--- config.mk ---
export PLATFORM = sky130hd
export DESIGN_NAME = dmd_core
export DESIGN_NICKNAME = d
export VERILOG_FILES = /design/src/dmd_pkg.sv /design/src/dmd_ea_if.sv /design/src/dmd_core.sv /design/src/dmd_ea_decode.sv
export SDC_FILE = /design/constraint.sdc
export NUM_CORES = 1
export LEC_CHECK = 0
export BUFFER_PORTS_ARGS = -buffer_cell sky130_fd_sc_hd__buf_4
export CAP_MARGIN = 20
export CELL_PAD_IN_SITES_DETAIL_PLACEMENT = 2
export CELL_PAD_IN_SITES_GLOBAL_PLACEMENT = 2
export CORE_ASPECT_RATIO = 1.4
export CORE_MARGIN = 2
export CORE_UTILIZATION = 39
export CTS_CLUSTER_DIAMETER = 80
export DETAILED_ROUTE_END_ITERATION = 16
export PLACE_DENSITY = 0.87
export SLEW_MARGIN = 20
export SYNTH_ARGS = -nofsm -noshare
export SYNTH_HDL_FRONTEND = slang
export SYNTH_SLANG_ARGS = --single-unit
--- constraint.sdc ---
create_clock -name pclk -period 6.57 [get_ports pclk]
set_input_delay 0.9855 -clock pclk [delete_from_list [all_inputs] [get_ports pclk]]
set_output_delay 0.9855 -clock pclk [all_outputs]
set_load 0.01 [all_outputs]
--- src/dmd_pkg.sv ---
// shared constants and types for the data-move decode and timing block
package dmd_pkg;
  // register byte offsets
  localparam logic [7:0] ADDR_CTRL   = 8'h00;
  localparam logic [7:0] ADDR_INSN   = 8'h04;
  localparam logic [7:0] ADDR_ACCESS = 8'h08;
  localparam logic [7:0] ADDR_STATUS = 8'h0c;
  localparam logic [7:0] ADDR_RESULT = 8'h10;
  // reset values
  localparam logic [31:0] CTRL_RST   = 32'h0000_0000;
  localparam logic [31:0] INSN_RST   = 32'h0000_0000;
  localparam logic [31:0] ACCESS_RST = 32'h0000_0000;
  // field positions
  localparam int CTRL_PROT_BIT   = 0;
  localparam int CTRL_OP32_BIT   = 1;
  localparam int CTRL_ADDR32_BIT = 2;
  localparam int ACC_RDW_LSB     = 0;
  localparam int ACC_WRW_LSB     = 4;
  localparam int ACC_ODD_BIT     = 8;
  localparam int ACC_PFX_LSB     = 9;
  // base execution clocks
  localparam logic [7:0] T_TWO        = 8'h02;
  localparam logic [7:0] T_ACC_LOAD   = 8'h04;
  localparam logic [7:0] T_LOAD_MEM   = 8'h04;
  localparam logic [7:0] T_SEGLD_RMEM = 8'h05;
  localparam logic [7:0] T_SEGLD_PREG = 8'h16;
  localparam logic [7:0] T_SEGLD_PMEM = 8'h17;
  localparam logic [7:0] T_PUSH_REAL  = 8'h02;
  localparam logic [7:0] T_PUSH_PROT  = 8'h04;
  // added clocks
  localparam logic [7:0] MIS_SHORT_ONE  = 8'h02;
  localparam logic [7:0] MIS_SHORT_BOTH = 8'h04;
  localparam logic [7:0] MIS_LONG_ONE   = 8'h04;
  localparam logic [7:0] MIS_LONG_BOTH  = 8'h08;
  localparam logic [7:0] EA_TWO_REG_ADD = 8'h01;
  // instruction classes
  localparam logic [3:0] CLS_NONE   = 4'h0;
  localparam logic [3:0] CLS_STORE  = 4'h1;
  localparam logic [3:0] CLS_LOAD   = 4'h2;
  localparam logic [3:0] CLS_IMM_RM = 4'h3;
  localparam logic [3:0] CLS_IMM_RG = 4'h4;
  localparam logic [3:0] CLS_ACC_LD = 4'h5;
  localparam logic [3:0] CLS_ACC_ST = 4'h6;
  localparam logic [3:0] CLS_SEG_LD = 4'h7;
  localparam logic [3:0] CLS_SEG_ST = 4'h8;
  localparam logic [3:0] CLS_PSH_S2 = 4'h9;
  localparam logic [3:0] CLS_PSH_S3 = 4'ha;
  localparam logic [3:0] CLS_PSH_IM = 4'hb;
  localparam logic [3:0] CLS_PSH_RG = 4'hc;
  // operand width codes
  localparam logic [1:0] W_BYTE  = 2'h0;
  localparam logic [1:0] W_WORD  = 2'h1;
  localparam logic [1:0] W_DWORD = 2'h2;
  typedef enum logic [3:0] {
    ST_IDLE   = 4'b0001,
    ST_DECODE = 4'b0010,
    ST_COUNT  = 4'b0100,
    ST_DONE   = 4'b1000
  } dmd_state_type;
endpackage

--- src/dmd_ea_if.sv ---
// interface between the opcode table and the address-form analyser
`timescale 1ns/1ps
interface dmd_ea_if;
  logic [7:0] modrm;
  logic [7:0] sib;
  logic       addr32;
  logic       present;
  logic       mem_op;
  logic       has_sib;
  logic       has_disp;
  logic       two_reg;
  modport core (output modrm, sib, addr32, present,
                input mem_op, has_sib, has_disp, two_reg);
  modport ana  (input modrm, sib, addr32, present,
                output mem_op, has_sib, has_disp, two_reg);
endinterface

--- src/dmd_core.sv ---
// decode and clock-count unit for the general data-transfer group
//
// Added by the designer: register access over APB and the address map.
`timescale 1ns/1ps
// Behaviour
// - two listed counts: lower for register operand, higher for memory.
// - components: displacement one, immediate one, each other byte one.
// - misaligned 16-bit or even 32-bit access adds 2, or 4 both ways.
// - odd-address 32-bit access adds 4, or 8 when read and written.
// - each wait state adds one clock per data access.
// - 1000100w store register to register/memory, 2 clocks always.
// - 1000101w load register, 2 from register, 4 from memory.
// - 1011wreg immediate to register, 2 clocks.
// - 1010000w load accumulator from full displacement, 4 clocks.
// - 1010001w store accumulator to full displacement, 2 clocks.
// - 10001110 segment load, 2/5 real, 22/23 protected.
// - 10001100 segment copy to register/memory, 2 clocks always.
// - 000ss110 push legacy segment, 2 real, 4 protected.
// - 0f then 10sss000 pushes any of six segment registers.
// - 011010s0 push immediate, 2 real, 4 protected.
// - two general register address components add one clock.
module dmd_core
  import dmd_pkg::*;
(
  input  wire logic        pclk,
  input  wire logic        presetn,
  input  wire logic        psel,
  input  wire logic        penable,
  input  wire logic        pwrite,
  input  wire logic [7:0]  paddr,
  input  wire logic [31:0] pwdata,
  output logic      [31:0] prdata,
  output logic             pready,
  output logic             pslverr,
  input  wire logic        bus_hold,
  output logic             exec_start,
  output logic      [7:0]  exec_clocks,
  output logic      [3:0]  exec_class,
  output logic             exec_busy,
  output logic             exec_done
);
  // software-visible state
  logic [31:0]   ctrl_reg;
  logic [31:0]   insn_reg;
  logic [31:0]   access_reg;
  logic          unknown_reg;
  logic          done_flag_reg;
  logic [31:0]   result_reg;
  logic [31:0]   prdata_reg;
  logic          pready_reg;
  logic          pslverr_reg;
  // sequencing state
  dmd_state_type state_reg;
  dmd_state_type state_next;
  logic [7:0]    cnt_reg;
  logic          start_reg;
  logic          done_reg;
  logic [7:0]    clocks_reg;
  logic [3:0]    class_reg;
  logic          busy_reg;

  dmd_ea_if ea ();
  dmd_ea_decode u_ea (.ea(ea));

  // bus decode
  wire setup    = psel & ~penable;
  wire access   = psel & penable & pready_reg;
  wire wr_acc   = access & pwrite;
  wire hit_ctrl = paddr == ADDR_CTRL;
  wire hit_insn = paddr == ADDR_INSN;
  wire hit_acc  = paddr == ADDR_ACCESS;
  wire hit_stat = paddr == ADDR_STATUS;
  wire hit_res  = paddr == ADDR_RESULT;
  wire mapped   = hit_ctrl | hit_insn | hit_acc | hit_stat | hit_res;
  wire is_idle  = state_reg == ST_IDLE;
  // a new instruction is only taken while the sequencer is idle
  wire insn_go  = wr_acc & hit_insn & is_idle;

  // configuration fields
  wire       prot    = ctrl_reg[CTRL_PROT_BIT];
  wire       op32    = ctrl_reg[CTRL_OP32_BIT];
  wire [7:0] op0     = insn_reg[7:0];
  wire [7:0] op1     = insn_reg[15:8];
  wire [7:0] rd_wait = {4'h0, access_reg[ACC_RDW_LSB +: 4]};
  wire [7:0] wr_wait = {4'h0, access_reg[ACC_WRW_LSB +: 4]};
  wire       odd     = access_reg[ACC_ODD_BIT];
  wire [3:0] pfx_cnt = {1'b0, access_reg[ACC_PFX_LSB +: 3]};

  // full width follows the operand-size attribute
  wire [1:0] full_w = op32 ? W_DWORD : W_WORD;
  wire [7:0] push_t = prot ? T_PUSH_PROT : T_PUSH_REAL;

  assign ea.modrm   = op1;
  assign ea.sib     = insn_reg[23:16];
  assign ea.addr32  = ctrl_reg[CTRL_ADDR32_BIT];

  // opcode table
  logic [3:0] d_class;
  logic       d_modrm;
  logic       d_imm;
  logic       d_fulldisp;
  logic       d_esc;
  logic       d_rd;
  logic       d_wr;
  logic [1:0] d_width;
  logic [2:0] d_seg;
  logic [2:0] d_reg;
  logic [7:0] d_base;
  always_comb
  begin
    d_class    = CLS_NONE;
    d_modrm    = 1'b0;
    d_imm      = 1'b0;
    d_fulldisp = 1'b0;
    d_esc      = 1'b0;
    d_rd       = 1'b0;
    d_wr       = 1'b0;
    d_width    = op0[0] ? full_w : W_BYTE;
    d_seg      = 3'h0;
    d_reg      = op1[5:3];
    d_base     = 8'h00;
    casez (op0)
      8'b1000100?:
      begin
        d_class = CLS_STORE;
        d_modrm = 1'b1;
        d_wr    = ea.mem_op;
        d_base  = T_TWO;
      end
      8'b1000101?:
      begin
        d_class = CLS_LOAD;
        d_modrm = 1'b1;
        d_rd    = ea.mem_op;
        d_base  = ea.mem_op ? T_LOAD_MEM : T_TWO;
      end
      8'b1100011?:
      begin
        d_class = CLS_IMM_RM;
        d_modrm = 1'b1;
        d_imm   = 1'b1;
        d_wr    = ea.mem_op;
        d_base  = T_TWO;
      end
      8'b1011????:
      begin
        d_class = CLS_IMM_RG;
        d_imm   = 1'b1;
        d_width = op0[3] ? full_w : W_BYTE;
        d_reg   = op0[2:0];
        d_base  = T_TWO;
      end
      8'b1010000?:
      begin
        d_class    = CLS_ACC_LD;
        d_fulldisp = 1'b1;
        d_rd       = 1'b1;
        d_reg      = 3'h0;
        d_base     = T_ACC_LOAD;
      end
      8'b1010001?:
      begin
        d_class    = CLS_ACC_ST;
        d_fulldisp = 1'b1;
        d_wr       = 1'b1;
        d_reg      = 3'h0;
        d_base     = T_TWO;
      end
      8'b10001110:
      begin
        d_class = CLS_SEG_LD;
        d_modrm = 1'b1;
        d_rd    = ea.mem_op;
        d_width = W_WORD;
        d_seg   = op1[5:3];
        // protected mode reloads a descriptor as well
        if (prot)
          d_base = ea.mem_op ? T_SEGLD_PMEM : T_SEGLD_PREG;
        else
          d_base = ea.mem_op ? T_SEGLD_RMEM : T_TWO;
      end
      8'b10001100:
      begin
        d_class = CLS_SEG_ST;
        d_modrm = 1'b1;
        d_wr    = ea.mem_op;
        d_width = W_WORD;
        d_seg   = op1[5:3];
        d_base  = T_TWO;
      end
      8'b000??110:
      begin
        d_class = CLS_PSH_S2;
        d_wr    = 1'b1;
        d_width = full_w;
        d_seg   = {1'b0, op0[4:3]};
        d_base  = push_t;
      end
      8'b00001111:
      begin
        // only the segment push is handled behind the escape
        if ((op1[7:6] == 2'b10) && (op1[2:0] == 3'b000))
        begin
          d_class = CLS_PSH_S3;
          d_esc   = 1'b1;
          d_wr    = 1'b1;
          d_width = full_w;
          d_seg   = op1[5:3];
          d_base  = push_t;
        end
      end
      8'b011010?0:
      begin
        d_class = CLS_PSH_IM;
        d_imm   = 1'b1;
        d_wr    = 1'b1;
        d_width = full_w;
        d_base  = push_t;
      end
      8'b01010???:
      begin
        d_class = CLS_PSH_RG;
        d_wr    = 1'b1;
        d_width = full_w;
        d_reg   = op0[2:0];
        d_base  = push_t;
      end
      default:
      begin
        d_class = CLS_NONE;
      end
    endcase
  end

  // operand-location byte follows these opcodes; decoded apart from the
  // table so the address analyser never loops back into its own input
  assign ea.present = (op0[7:2] == 6'b100010) | (op0[7:1] == 7'b1100011)
                    | (op0 == 8'h8c) | (op0 == 8'h8e);

  // accumulator forms always address memory
  wire       op_mem = ea.mem_op | d_fulldisp;
  // instruction size in components
  wire [3:0] comps  = pfx_cnt + (d_esc ? 4'h2 : 4'h1)
                    + {3'h0, d_modrm} + {3'h0, ea.has_sib}
                    + {3'h0, ea.has_disp | d_fulldisp}
                    + {3'h0, d_imm};

  // alignment penalty, only for word and dword data
  wire       both   = d_rd & d_wr;
  wire       one    = d_rd ^ d_wr;
  wire       mis_sh = ((d_width == W_WORD) & odd)
                    | ((d_width == W_DWORD) & ~odd);
  wire       mis_lg = (d_width == W_DWORD) & odd;
  wire [7:0] mis_t  = mis_lg ? (both ? MIS_LONG_BOTH : one ? MIS_LONG_ONE
                                                           : 8'h00)
                    : mis_sh ? (both ? MIS_SHORT_BOTH
                                     : one ? MIS_SHORT_ONE : 8'h00)
                    : 8'h00;
  // every data access carries its own wait states
  wire [7:0] wait_t = (d_rd ? rd_wait : 8'h00)
                    + (d_wr ? wr_wait : 8'h00);
  wire [7:0] ea_t   = ea.two_reg ? EA_TWO_REG_ADD : 8'h00;
  wire [7:0] total  = (d_class == CLS_NONE) ? 8'h00
                    : d_base + mis_t + wait_t + ea_t;

  wire [31:0] status_word = {24'h0, class_reg, 1'b0, unknown_reg,
                             done_flag_reg, ~is_idle};
  wire [31:0] rd_mux = hit_ctrl ? ctrl_reg
                     : hit_insn ? insn_reg
                     : hit_acc  ? access_reg
                     : hit_stat ? status_word
                     : hit_res  ? result_reg
                     : 32'h0000_0000;

  // apb answer: data registered in setup, ready in the access phase
  always_ff @(posedge pclk or negedge presetn)
  begin
    if (!presetn)
    begin
      prdata_reg  <= 32'h0000_0000;
      pready_reg  <= 1'b0;
      pslverr_reg <= 1'b0;
    end
    else
    begin
      prdata_reg  <= setup ? rd_mux : prdata_reg;
      pready_reg  <= setup;
      pslverr_reg <= setup & ~mapped;
    end
  end

  // writable registers; insn writes while busy are dropped
  always_ff @(posedge pclk or negedge presetn)
  begin
    if (!presetn)
    begin
      ctrl_reg   <= CTRL_RST;
      insn_reg   <= INSN_RST;
      access_reg <= ACCESS_RST;
    end
    else
    begin
      if (wr_acc & hit_ctrl)
        ctrl_reg <= pwdata;
      if (insn_go)
        insn_reg <= pwdata;
      if (wr_acc & hit_acc)
        access_reg <= pwdata;
    end
  end

  // sequencer: decode, then run the count down
  always_comb
  begin
    state_next = state_reg;
    case (state_reg)
      ST_IDLE:
        state_next = insn_go ? ST_DECODE : ST_IDLE;
      ST_DECODE:
        state_next = (total == 8'h00) ? ST_DONE : ST_COUNT;
      // a bus hold freezes the count; it is outside the listed figure
      ST_COUNT:
        state_next = (!bus_hold && cnt_reg == 8'h01) ? ST_DONE
                                                     : ST_COUNT;
      ST_DONE:
        state_next = ST_IDLE;
      default:
        state_next = ST_IDLE;
    endcase
  end

  always_ff @(posedge pclk or negedge presetn)
  begin
    if (!presetn)
      state_reg <= ST_IDLE;
    else
      state_reg <= state_next;
  end

  // count starts from a fully decoded instruction
  always_ff @(posedge pclk or negedge presetn)
  begin
    if (!presetn)
      cnt_reg <= 8'h00;
    else if (state_reg == ST_DECODE)
      cnt_reg <= total;
    else if (state_reg == ST_COUNT && !bus_hold)
      cnt_reg <= cnt_reg - 8'h01;
  end

  // decode results captured for software and the sequencer
  always_ff @(posedge pclk or negedge presetn)
  begin
    if (!presetn)
    begin
      result_reg  <= 32'h0000_0000;
      unknown_reg <= 1'b0;
      class_reg   <= CLS_NONE;
      clocks_reg  <= 8'h00;
    end
    else if (state_reg == ST_DECODE)
    begin
      result_reg  <= {10'h0, d_reg, d_seg, d_width, ea.two_reg,
                      op_mem, comps, total};
      unknown_reg <= d_class == CLS_NONE;
      class_reg   <= d_class;
      clocks_reg  <= total;
    end
  end

  // done flag: set by completion, cleared by a new instruction
  always_ff @(posedge pclk or negedge presetn)
  begin
    if (!presetn)
      done_flag_reg <= 1'b0;
    else if (state_reg == ST_DONE)
      done_flag_reg <= 1'b1;
    else if (insn_go)
      done_flag_reg <= 1'b0;
  end

  // one-cycle hand-off pulses
  always_ff @(posedge pclk or negedge presetn)
  begin
    if (!presetn)
    begin
      start_reg <= 1'b0;
      done_reg  <= 1'b0;
    end
    else
    begin
      start_reg <= (state_reg == ST_DECODE) & (total != 8'h00);
      done_reg  <= state_reg == ST_DONE;
    end
  end

  assign prdata      = prdata_reg;
  assign pready      = pready_reg;
  assign pslverr     = pslverr_reg;
  assign exec_start  = start_reg;
  assign exec_clocks = clocks_reg;
  assign exec_class  = class_reg;
  assign exec_busy   = busy_reg;
  assign exec_done   = done_reg;

  // busy from a flop: rises with the start pulse, falls with done
  always_ff @(posedge pclk or negedge presetn)
  begin
    if (!presetn)
      busy_reg <= 1'b0;
    else if (state_reg == ST_DONE)
      busy_reg <= 1'b0;
    else if (state_reg == ST_DECODE)
      busy_reg <= total != 8'h00;
  end
endmodule

--- src/dmd_ea_decode.sv ---
// address-form analyser: operand location, sib, displacement, two-reg
`timescale 1ns/1ps
module dmd_ea_decode
  import dmd_pkg::*;
(
  dmd_ea_if.ana ea
);
  wire [1:0] md    = ea.modrm[7:6];
  wire [2:0] rm    = ea.modrm[2:0];
  wire [2:0] base  = ea.sib[2:0];
  wire [2:0] index = ea.sib[5:3];
  wire       mem   = ea.present & (md != 2'b11);
  wire       dsp8_32 = (md == 2'b01) | (md == 2'b10);
  // 32-bit addressing escapes to a sib byte through r/m 100
  wire       sib32 = mem & ea.addr32 & (rm == 3'b100);
  wire       nobase = (md == 2'b00) & (base == 3'b101);
  wire       disp16 = dsp8_32 | ((md == 2'b00) & (rm == 3'b110));
  wire       disp32 = dsp8_32 | ((md == 2'b00) & (rm == 3'b101))
                    | (sib32 & nobase);
  // base+index pairs; a scaled index with no base is a single register
  wire       two16 = ~rm[2];
  wire       two32 = sib32 & (index != 3'b100) & ~nobase;

  assign ea.mem_op   = mem;
  assign ea.has_sib  = sib32;
  assign ea.has_disp = mem & (ea.addr32 ? disp32 : disp16);
  assign ea.two_reg  = mem & (ea.addr32 ? two32 : two16);
endmodule

==> results of run 1 <==
Yosys cell counts (all sizes together), types with 3 or more instances:
master and instances:
dfrtp 171, mux2 96, nand2 79, nor2 44, o21ai 35, clkbuf 31, inv 30, buf 28
o31ai 28, a21oi 23, a22oi 20, ha 19, a221oi 17, a211oi 16, mux2i 14, nand3 11
fa 10, nor4b 9, o22ai 9, nor2b 8, a31o 7, and2 7, and3 7, nand4 7
nor4 7, a21o 6, nand2b 6, xnor2 6, nand3b 5, nor3 5, or4 4, nand4b 3
o211ai 3, xor2 3
cell usage in the layout, fill, tap and decap left out, drive strengths merged, types with 9 or more instances in the layout:
cell type and count:
nand3 11, o21ai 35, a221oi 17, nand2 79, fa 10, mux2 96, mux2i 14, nor4b 9
inv 32, dfrtp 171, a21oi 23, a22oi 20, clkbuf 24, ha 19, buf 102, o31ai 28
a211oi 16, o22ai 9, nor2 44
final cells by class:
| cell class | count | share of cell area [%] |
|---|---|---|
| flip-flops and latches | 172 | 41.1 |
| multi-input cells | 545 | 40.0 |
| repair buffers | 103 | 7.63 |
| clock buffers | 23 | 4.56 |
| well taps | 301 | 3.60 |
| clock inverters | 9 | 1.96 |
| inverters | 31 | 1.11 |
worst min-delay path, delay by kind of cell, from the launching register on:
family / cells / cell delay, ns
AND/OR/NAND/NOR: 1 / 0.06
AO/OA/AOI/OAI: 1 / 0.06
flip-flops: 1 / 0.35
power breakdown:
group	total [mW]	internal [mW]	leakage, nW	switching (mW)
Sequential	1.07	1.06	2.35	0.00387
Clock	1.18	0.747	0.329	0.435
Combinational	0.0922	0.0279	2.25	0.0643
logic make-up after synthesis:
kind of cell,share of synthesized area (%)
xor gates and xnor gates,0.888
buffers and inverters,4.65
muxes,14.0
other,0.0423
and+or+nand+nor,12.9
DFF,48.5
adders and majority gates,4.94
AOI/OAI and AO/OA,14.1
path summary, 6_finish.rpt:
check                                  from        endpoint  slack (ns)  cells past startpoint
worst max-delay path            insn_reg[1]       exec_busy        1.12                     18
worst min-delay path             prdata[27]      prdata[27]        0.50                      2
worst max register to register  insn_reg[1]       exec_busy        1.12                     18
worst min register to register   prdata[27]      prdata[27]        0.50                      2
max in group asynchronous           presetn  access_reg[11]        4.57                      2
min in group asynchronous           presetn      prdata[28]        0.68                      1
metrics by stage:
stage / instances / hold WS (ns) / instance area [um2] / setup slack, ns / power, mW
floorplan: 807 / 0.440 / 8870 / 2.04 / 1.11
global placement: 1151 / 0.456 / 9760 / 1.51 / 1.17
detailed placement: 1152 / 0.476 / 9780 / 1.28 / 1.18
CTS: 1184 / 0.500 / 10500 / 1.14 / 2.36
global route: 1184 / 0.536 / 10500 / 0.652 / 2.41
finish: 1184 / 0.501 / 10500 / 1.12 / 2.34
metal layers:
| metal | vias up | part of all wire [%] | wire length (um) | global-route usage [%] |
|---|---|---|---|---|
| li1 | 3047 | - | - | - |
| met1 | 3672 | 38 | 12200 | 31.3 |
| met2 | 209 | 54 | 17300 | 50.8 |
| met3 | 90 | 3.9 | 1260 | 4.81 |
| met4 | 0 | 3.9 | 1260 | 12.3 |
| met5 | - | 0 | 0 | 0 |
==> metrics.md, run 1 <==
| Metric | Value |
|---|---|
| Largest net degree at the start of global routing | `118` |
| Routability cong. | `0.854` |
| Root buf cell | `clkbuf_16` |
| Largest cells by area after synthesis | `dfrtp_1 48%, mux2_2 8.2%, mux2_1 3.9%, nand2_1 3.3%, ha_1 2.7%` |
| DIE AREA | `24000 um2` |
| N_diodes | `0` |
| Critical path arrival | `5.74 ns` |
| Area of the core | `22400 um2` |
| Worst-path clk slew | `0.07 ns` |
| First-pass DRT Iterations | `5` |
| Worst-path cell chain | `nand2_1, or4_1, o21ai_0, a211o_1, ha_1, nand2_1, o21ai_0, nand3_1, o21ai_0, o2bb2ai_1, fa_1, fa_1, inv_1, fa_1, xnor2_1, nor4b_1, a31o_2, o21ai_0` |
| Die X | `131 um` |
| Fmax | `184 MHz` |
| Slew @ Worst Pin | `1.04 ns` |
| Synthesized netlist cell count | `807` |
| Post-synth EDFFs | `0` |
| Max FO, Critical Path | `14` |
| Crit end category | `flip-flop` |
| Multi-input logic area | `4190 um2` |
| Status | `finished, final reports clean` |
| DP HPWL | `21100 um` |
| Initial Util | `39.5%` |
| Clock Skews | `0.00956 ns` |
| Total gr overflow | `0` |
| HP Class | `flip-flop to flip-flop` |
| Slew Viols, Final | `0` |
| CP Class | `flip-flop to flip-flop` |
| Io pins | `95` |
| Unique masters post-synth | `71` |
| Clock insertion delay at the later pin of the skew report | `0.44 ns` |
| Clock sink total | `172` |
| Final Core Density | `46.7%` |
| Critical Path Most Common Cell | `o21ai_0` |
| WL final | `32100 um` |
| Synth Flop Type | `dfrtp_1` |
| Register area | `4310 um2` |
| Chip height | `182 um` |
| FF+latch count, synth | `172` |
| Slowest-stage cell, CP | `dfrtp_1` |
| Area share of the largest cell type after synthesis | `48.2%` |
| CTS tree | `built` |
| Unrepaired setup endpoints after global routing | `false` |
| Initial antenna violation count | `0` |
| PostCTS Resize Cnt | `0` |
| ANT nets after route | `0` |
| Peak supply drop | `0.000179 V` |
| Critical path's largest stage delay | `0.62 ns` |
| Clock buffer depth | `2` |
| Fillers | `2315` |
| Vias per inst | `5.93` |
| Hold_buf cts | `0` |
| Area Growth Syn to Fin | `18.1%` |
| Vias in the first global route | `8101` |
| Fin crit share | `82.9%` |
| Synth area leader | `dfrtp_1` |
| CP Buf/Inv Count | `1` |
| Iter 0 DRT Violations | `405` |
| PwrDens | `223 nW/um2` |
| Layout Nets | `945` |
| Fin crit period | `5.45 ns` |
| Post-CTS setup buffer count | `0` |
| Max_cap viols | `0` |
| Worst slew margin | `30.7%` |
| Fin Setup TNS | `0 ns` |
| Syn nets | `882` |
| Inserted Clock Buffers | `17` |
| WL per Instance | `27.1 um` |
| H-tree depth | `4` |
| Port bufs | `93` |
| Sequential area share after synthesis | `48.5%` |
| Critical Path Source Type | `flip-flop` |
| Leak Pwr | `4.93 nW` |
| FFs w/ async S/R, synth | `100%` |
| Cell Rows | `65` |
| Ys Warns | `0` |
| Total GRT Usage | `27.6%` |
| Post-Syn Area per Cell | `11.0 um2` |
| Global-route wire length before repair | `50100 um` |
| Vias | `7018` |
| Final Hold Fails | `0` |
| Worst EP required | `6.86 ns` |
| Top delay family on crit path | `adder cells` |
| DR DRC count | `0` |
| Layout cells sized above 1 | `25.3%` |
| Final setup vio count | `0` |
| Area of the mapped netlist | `8870 um2` |
No activity file was read; power rests on OpenSTA's default activity.
==> inputs of run 2 (changes only) <==
==> constraint.sdc (replaced) <==
create_clock -name pclk -period 5.45 [get_ports pclk]
set_input_delay 0.8175 -clock pclk [delete_from_list [all_inputs] [get_ports pclk]]
set_output_delay 0.8175 -clock pclk [all_outputs]
set_load 0.01 [all_outputs]
==> metrics.md, run 2 (synthesized netlist as in run 1, its figures left out) <==
| Metric | Value |
|---|---|
| Worst-path clk slew | `0.07 ns (about the same)` |
| Post-place instance area | `9840 um2 (+0.59%)` |
| Worst EP required | `5.74 ns (-1.12 ns)` |
| DR DRC count | `0 (unchanged)` |
| Max_cap viols | `0 (unchanged)` |
| Multi-input logic area | `4210 um2 (+0.36%)` |
| Stages on worst setup path | `18 (unchanged)` |
| Peak supply drop | `0.000226 V (+27%)` |
| Largest net degree at the start of global routing | `173 (+47%)` |
| ANT nets after route | `0 (unchanged)` |
| HP Class | `flip-flop to flip-flop` |
| Iter 0 DRT Violations | `355 (-12%)` |
| Worst reg2reg path startpoint | `insn_reg[4]` |
| Initial Util | `39.5% (unchanged)` |
| Fmax | `194 MHz (+5.7%)` |
| Cell internal pwr | `1.91 mW (+3.9%)` |
| Cell Rows | `65 (unchanged)` |
| WL final | `31600 um (-1.5%)` |
| First-pass DRT Iterations | `4 (-1)` |
| Hold depth | `2 (unchanged)` |
| N_diodes | `0 (unchanged)` |
| Critical Path Most Common Cell | `fa_1` |
| Layout Nets | `952 (+0.74%)` |
| Area of the core | `22400 um2 (unchanged)` |
| Clock Skews | `0.0106 ns (+0.00109 ns)` |
| Chip height | `182 um (unchanged)` |
| Slew @ Worst Pin | `0.974 ns (-0.0639 ns)` |
| Setup WS pre-CTS | `0.255 ns (-1.02 ns)` |
| Hold Startpoint | `prdata[31]` |
| FF-to-FF setup slack | `0.30 ns (-0.83 ns)` |
| DP HPWL | `21000 um (-0.24%)` |
| Most common cell after layout, fill and taps aside | `dfrtp_1` |
| Slowest-stage cell, CP | `fa_1` |
| Comb power frac | `4.4% (+0.5 points)` |
| Vias per inst | `5.88 (-0.77%)` |
| Worst slew margin | `35.1% (+4.4 points)` |
| PwrDens | `246 nW/um2 (+10%)` |
| Critical path arrival | `5.44 ns (-0.30 ns)` |
| Sequential power share | `50.2% (+4.6 points)` |
| Sw Pwr | `650 uW (+29%)` |
| Slew Viols, Final | `0 (unchanged)` |
| Inserted Clock Buffers | `17 (unchanged)` |
| Final setup vio count | `0 (unchanged)` |
| Root buf cell | `clkbuf_16` |
| Vias | `7005 (-0.19%)` |
| Crit end category | `flip-flop` |
| Routability cong. | `0.907 (+6.1%)` |
| Io pins | `95 (unchanged)` |
| Hold path endpoint | `prdata[31]` |
| DIE AREA | `24000 um2 (unchanged)` |
| Worst setup margin | `0.298 ns (-0.826 ns)` |
| Final Core Density | `46.4% (-0.29 points)` |
| CTS tree | `built` |
| CP Class | `flip-flop to flip-flop` |
| Fin Setup TNS | `0 ns (unchanged)` |
| Total gr overflow | `0 (unchanged)` |
| Clock share of power | `45.4% (-5.1 points)` |
| Max FO, Critical Path | `12 (-2)` |
| Top delay family on crit path | `adder cells` |
| H-tree depth | `4 (unchanged)` |
| Post-CTS setup buffer count | `0 (unchanged)` |
| Final Instance Area | `10400 um2 (-0.62%)` |
| Area Growth Syn to Fin | `17.3%` |
| Critical Path Source Type | `flip-flop` |
| Vias in the first global route | `8187 (+1.1%)` |
| Worst-path cell chain | `nor3b_1, nand3b_1, a21oi_1, a211o_1, ha_1, nand2_1, o21ai_0, nand3_1, o21ai_0, o2bb2ai_1, fa_1, fa_1, inv_1, fa_1, xnor2_1, nor4b_1, a31o_2, o22ai_1` |
| Clock buffer depth | `2 (unchanged)` |
| WL per Instance | `26.5 um (-2.1%)` |
| Hold_buf cts | `0 (unchanged)` |
| Clock sink total | `172 (unchanged)` |
| Clock insertion delay at the later pin of the skew report | `0.45 ns (about the same)` |
| Die X | `131 um (unchanged)` |
| Global-route wire length before repair | `49800 um (-0.62%)` |
| Fillers | `2339 (+1.0%)` |
| Initial antenna violation count | `0 (unchanged)` |
| Switching share of power | `25.4% (+3.9 points)` |
| Critical path's largest stage delay | `0.59 ns (-0.03 ns)` |
| R2R Path End | `state_reg[2]` |
| Register area | `4310 um2 (about the same)` |
| Most frequent cells in the layout | `169 x dfrtp_1, 107 x buf_4, 79 x nand2_1, 65 x mux2_2, 42 x nor2_1` |
| CP Buf/Inv Count | `1 (unchanged)` |
| Leak Pwr | `4.89 nW (-0.67%)` |
| Status | `finished, final reports clean` |
| Final Hold Fails | `0 (unchanged)` |
| Total GRT Usage | `27.1% (-0.49 points)` |
| Unrepaired setup endpoints after global routing | `false` |
| Layout cells sized above 1 | `26.4% (+1.1 points)` |
| Fin crit share | `94.5% (+12 points)` |
| R2R depth | `18 (unchanged)` |
| Port bufs | `93 (unchanged)` |
| Fin crit period | `5.15 ns (-0.294 ns)` |
-- run 2: changes by cell type in the layout (fill, tap and decap cells not counted), moves of 2 or more --
| cell | delta |
|---|---|
| buf_12 | +2 |
| buf_4 | +6 |
| bufinv_16 | -6 |
| clkbuf_1 | -2 |
| clkbuf_8 | -4 |
| clkinv_2 | +2 |
| clkinv_4 | +5 |
| clkinvlp_4 | +2 |
| dfrtp_1 | -2 |
| dfrtp_2 | +2 |
| inv_8 | +2 |
-- run 2: power by group through the flow --
stage / logic [mW] / clock network (mW) / registers [mW]
2_1_floorplan: 0.0310 / 0 / 1.31
3_3_place_gp: 0.108 / 0 / 1.31
3_5_place_dp: 0.112 / 0 / 1.31
4_1_cts: 0.114 / 1.18 / 1.28
5_1_grt: 0.122 / 1.23 / 1.28
6_report: 0.113 / 1.16 / 1.28
-- run 2: layer usage --
metal | vias to the layer above | track usage [%] | routed length, um
li1 | 3067 | - | -
met1 | 3701 | 30.4 | 12400
met2 | 170 | 50.3 | 17100
met3 | 67 | 3.58 | 853
met4 | 0 | 13.5 | 1250
met5 | - | 0 | 0
-- run 2: stage by stage --
step / cells / hold slack (ns) / power, mW
after global routing: 1191 / 0.509 / 2.63
after detailed placement: 1159 / 0.473 / 1.42
after global placement: 1159 / 0.461 / 1.42
after floorplan: 807 / 0.440 / 1.34
final: 1191 / 0.490 / 2.56
after CTS: 1191 / 0.492 / 2.58
-- run 2: cell type report --
class,instances,area share (%)
flip-flops and latches,172,41.4
multi-input cells,545,40.4
repair buffers,110,8.21
clock buffers,18,4.12
well taps,301,3.62
clock inverters,14,1.12
inverters,31,1.12
-- run 2: how the worst max path moves through the flow --
stage                      startpoint            to  slack, ns
final                     insn_reg[4]  state_reg[2]       0.30
after global routing      insn_reg[4]  state_reg[2]      0.006
after CTS                 insn_reg[5]  state_reg[2]       0.15
after detailed placement  insn_reg[5]  state_reg[2]       0.26
after global placement    insn_reg[5]  state_reg[2]       0.46
after floorplan           insn_reg[6]    cnt_reg[5]       0.92
-- run 2: timing repair --
| action | CTS | global route |
|---|---|---|
| endpoints found under the setup margin | 0 | 5 |
| resized for setup | 0 | 4 |
| hold endpoints to repair | 0 | 0 |
-- run 2: worst reg2reg max path, delay by kind of cell, from the launching register on --
family | cells | cell delay, ns
buffers and inverters | 1 | 0.07
adders and majority gates | 4 | 1.81
DFF | 1 | 0.53
xor gates and xnor gates | 1 | 0.17
AOI/OAI and AO/OA | 7 | 1.22
and+or+nand+nor | 5 | 1.22
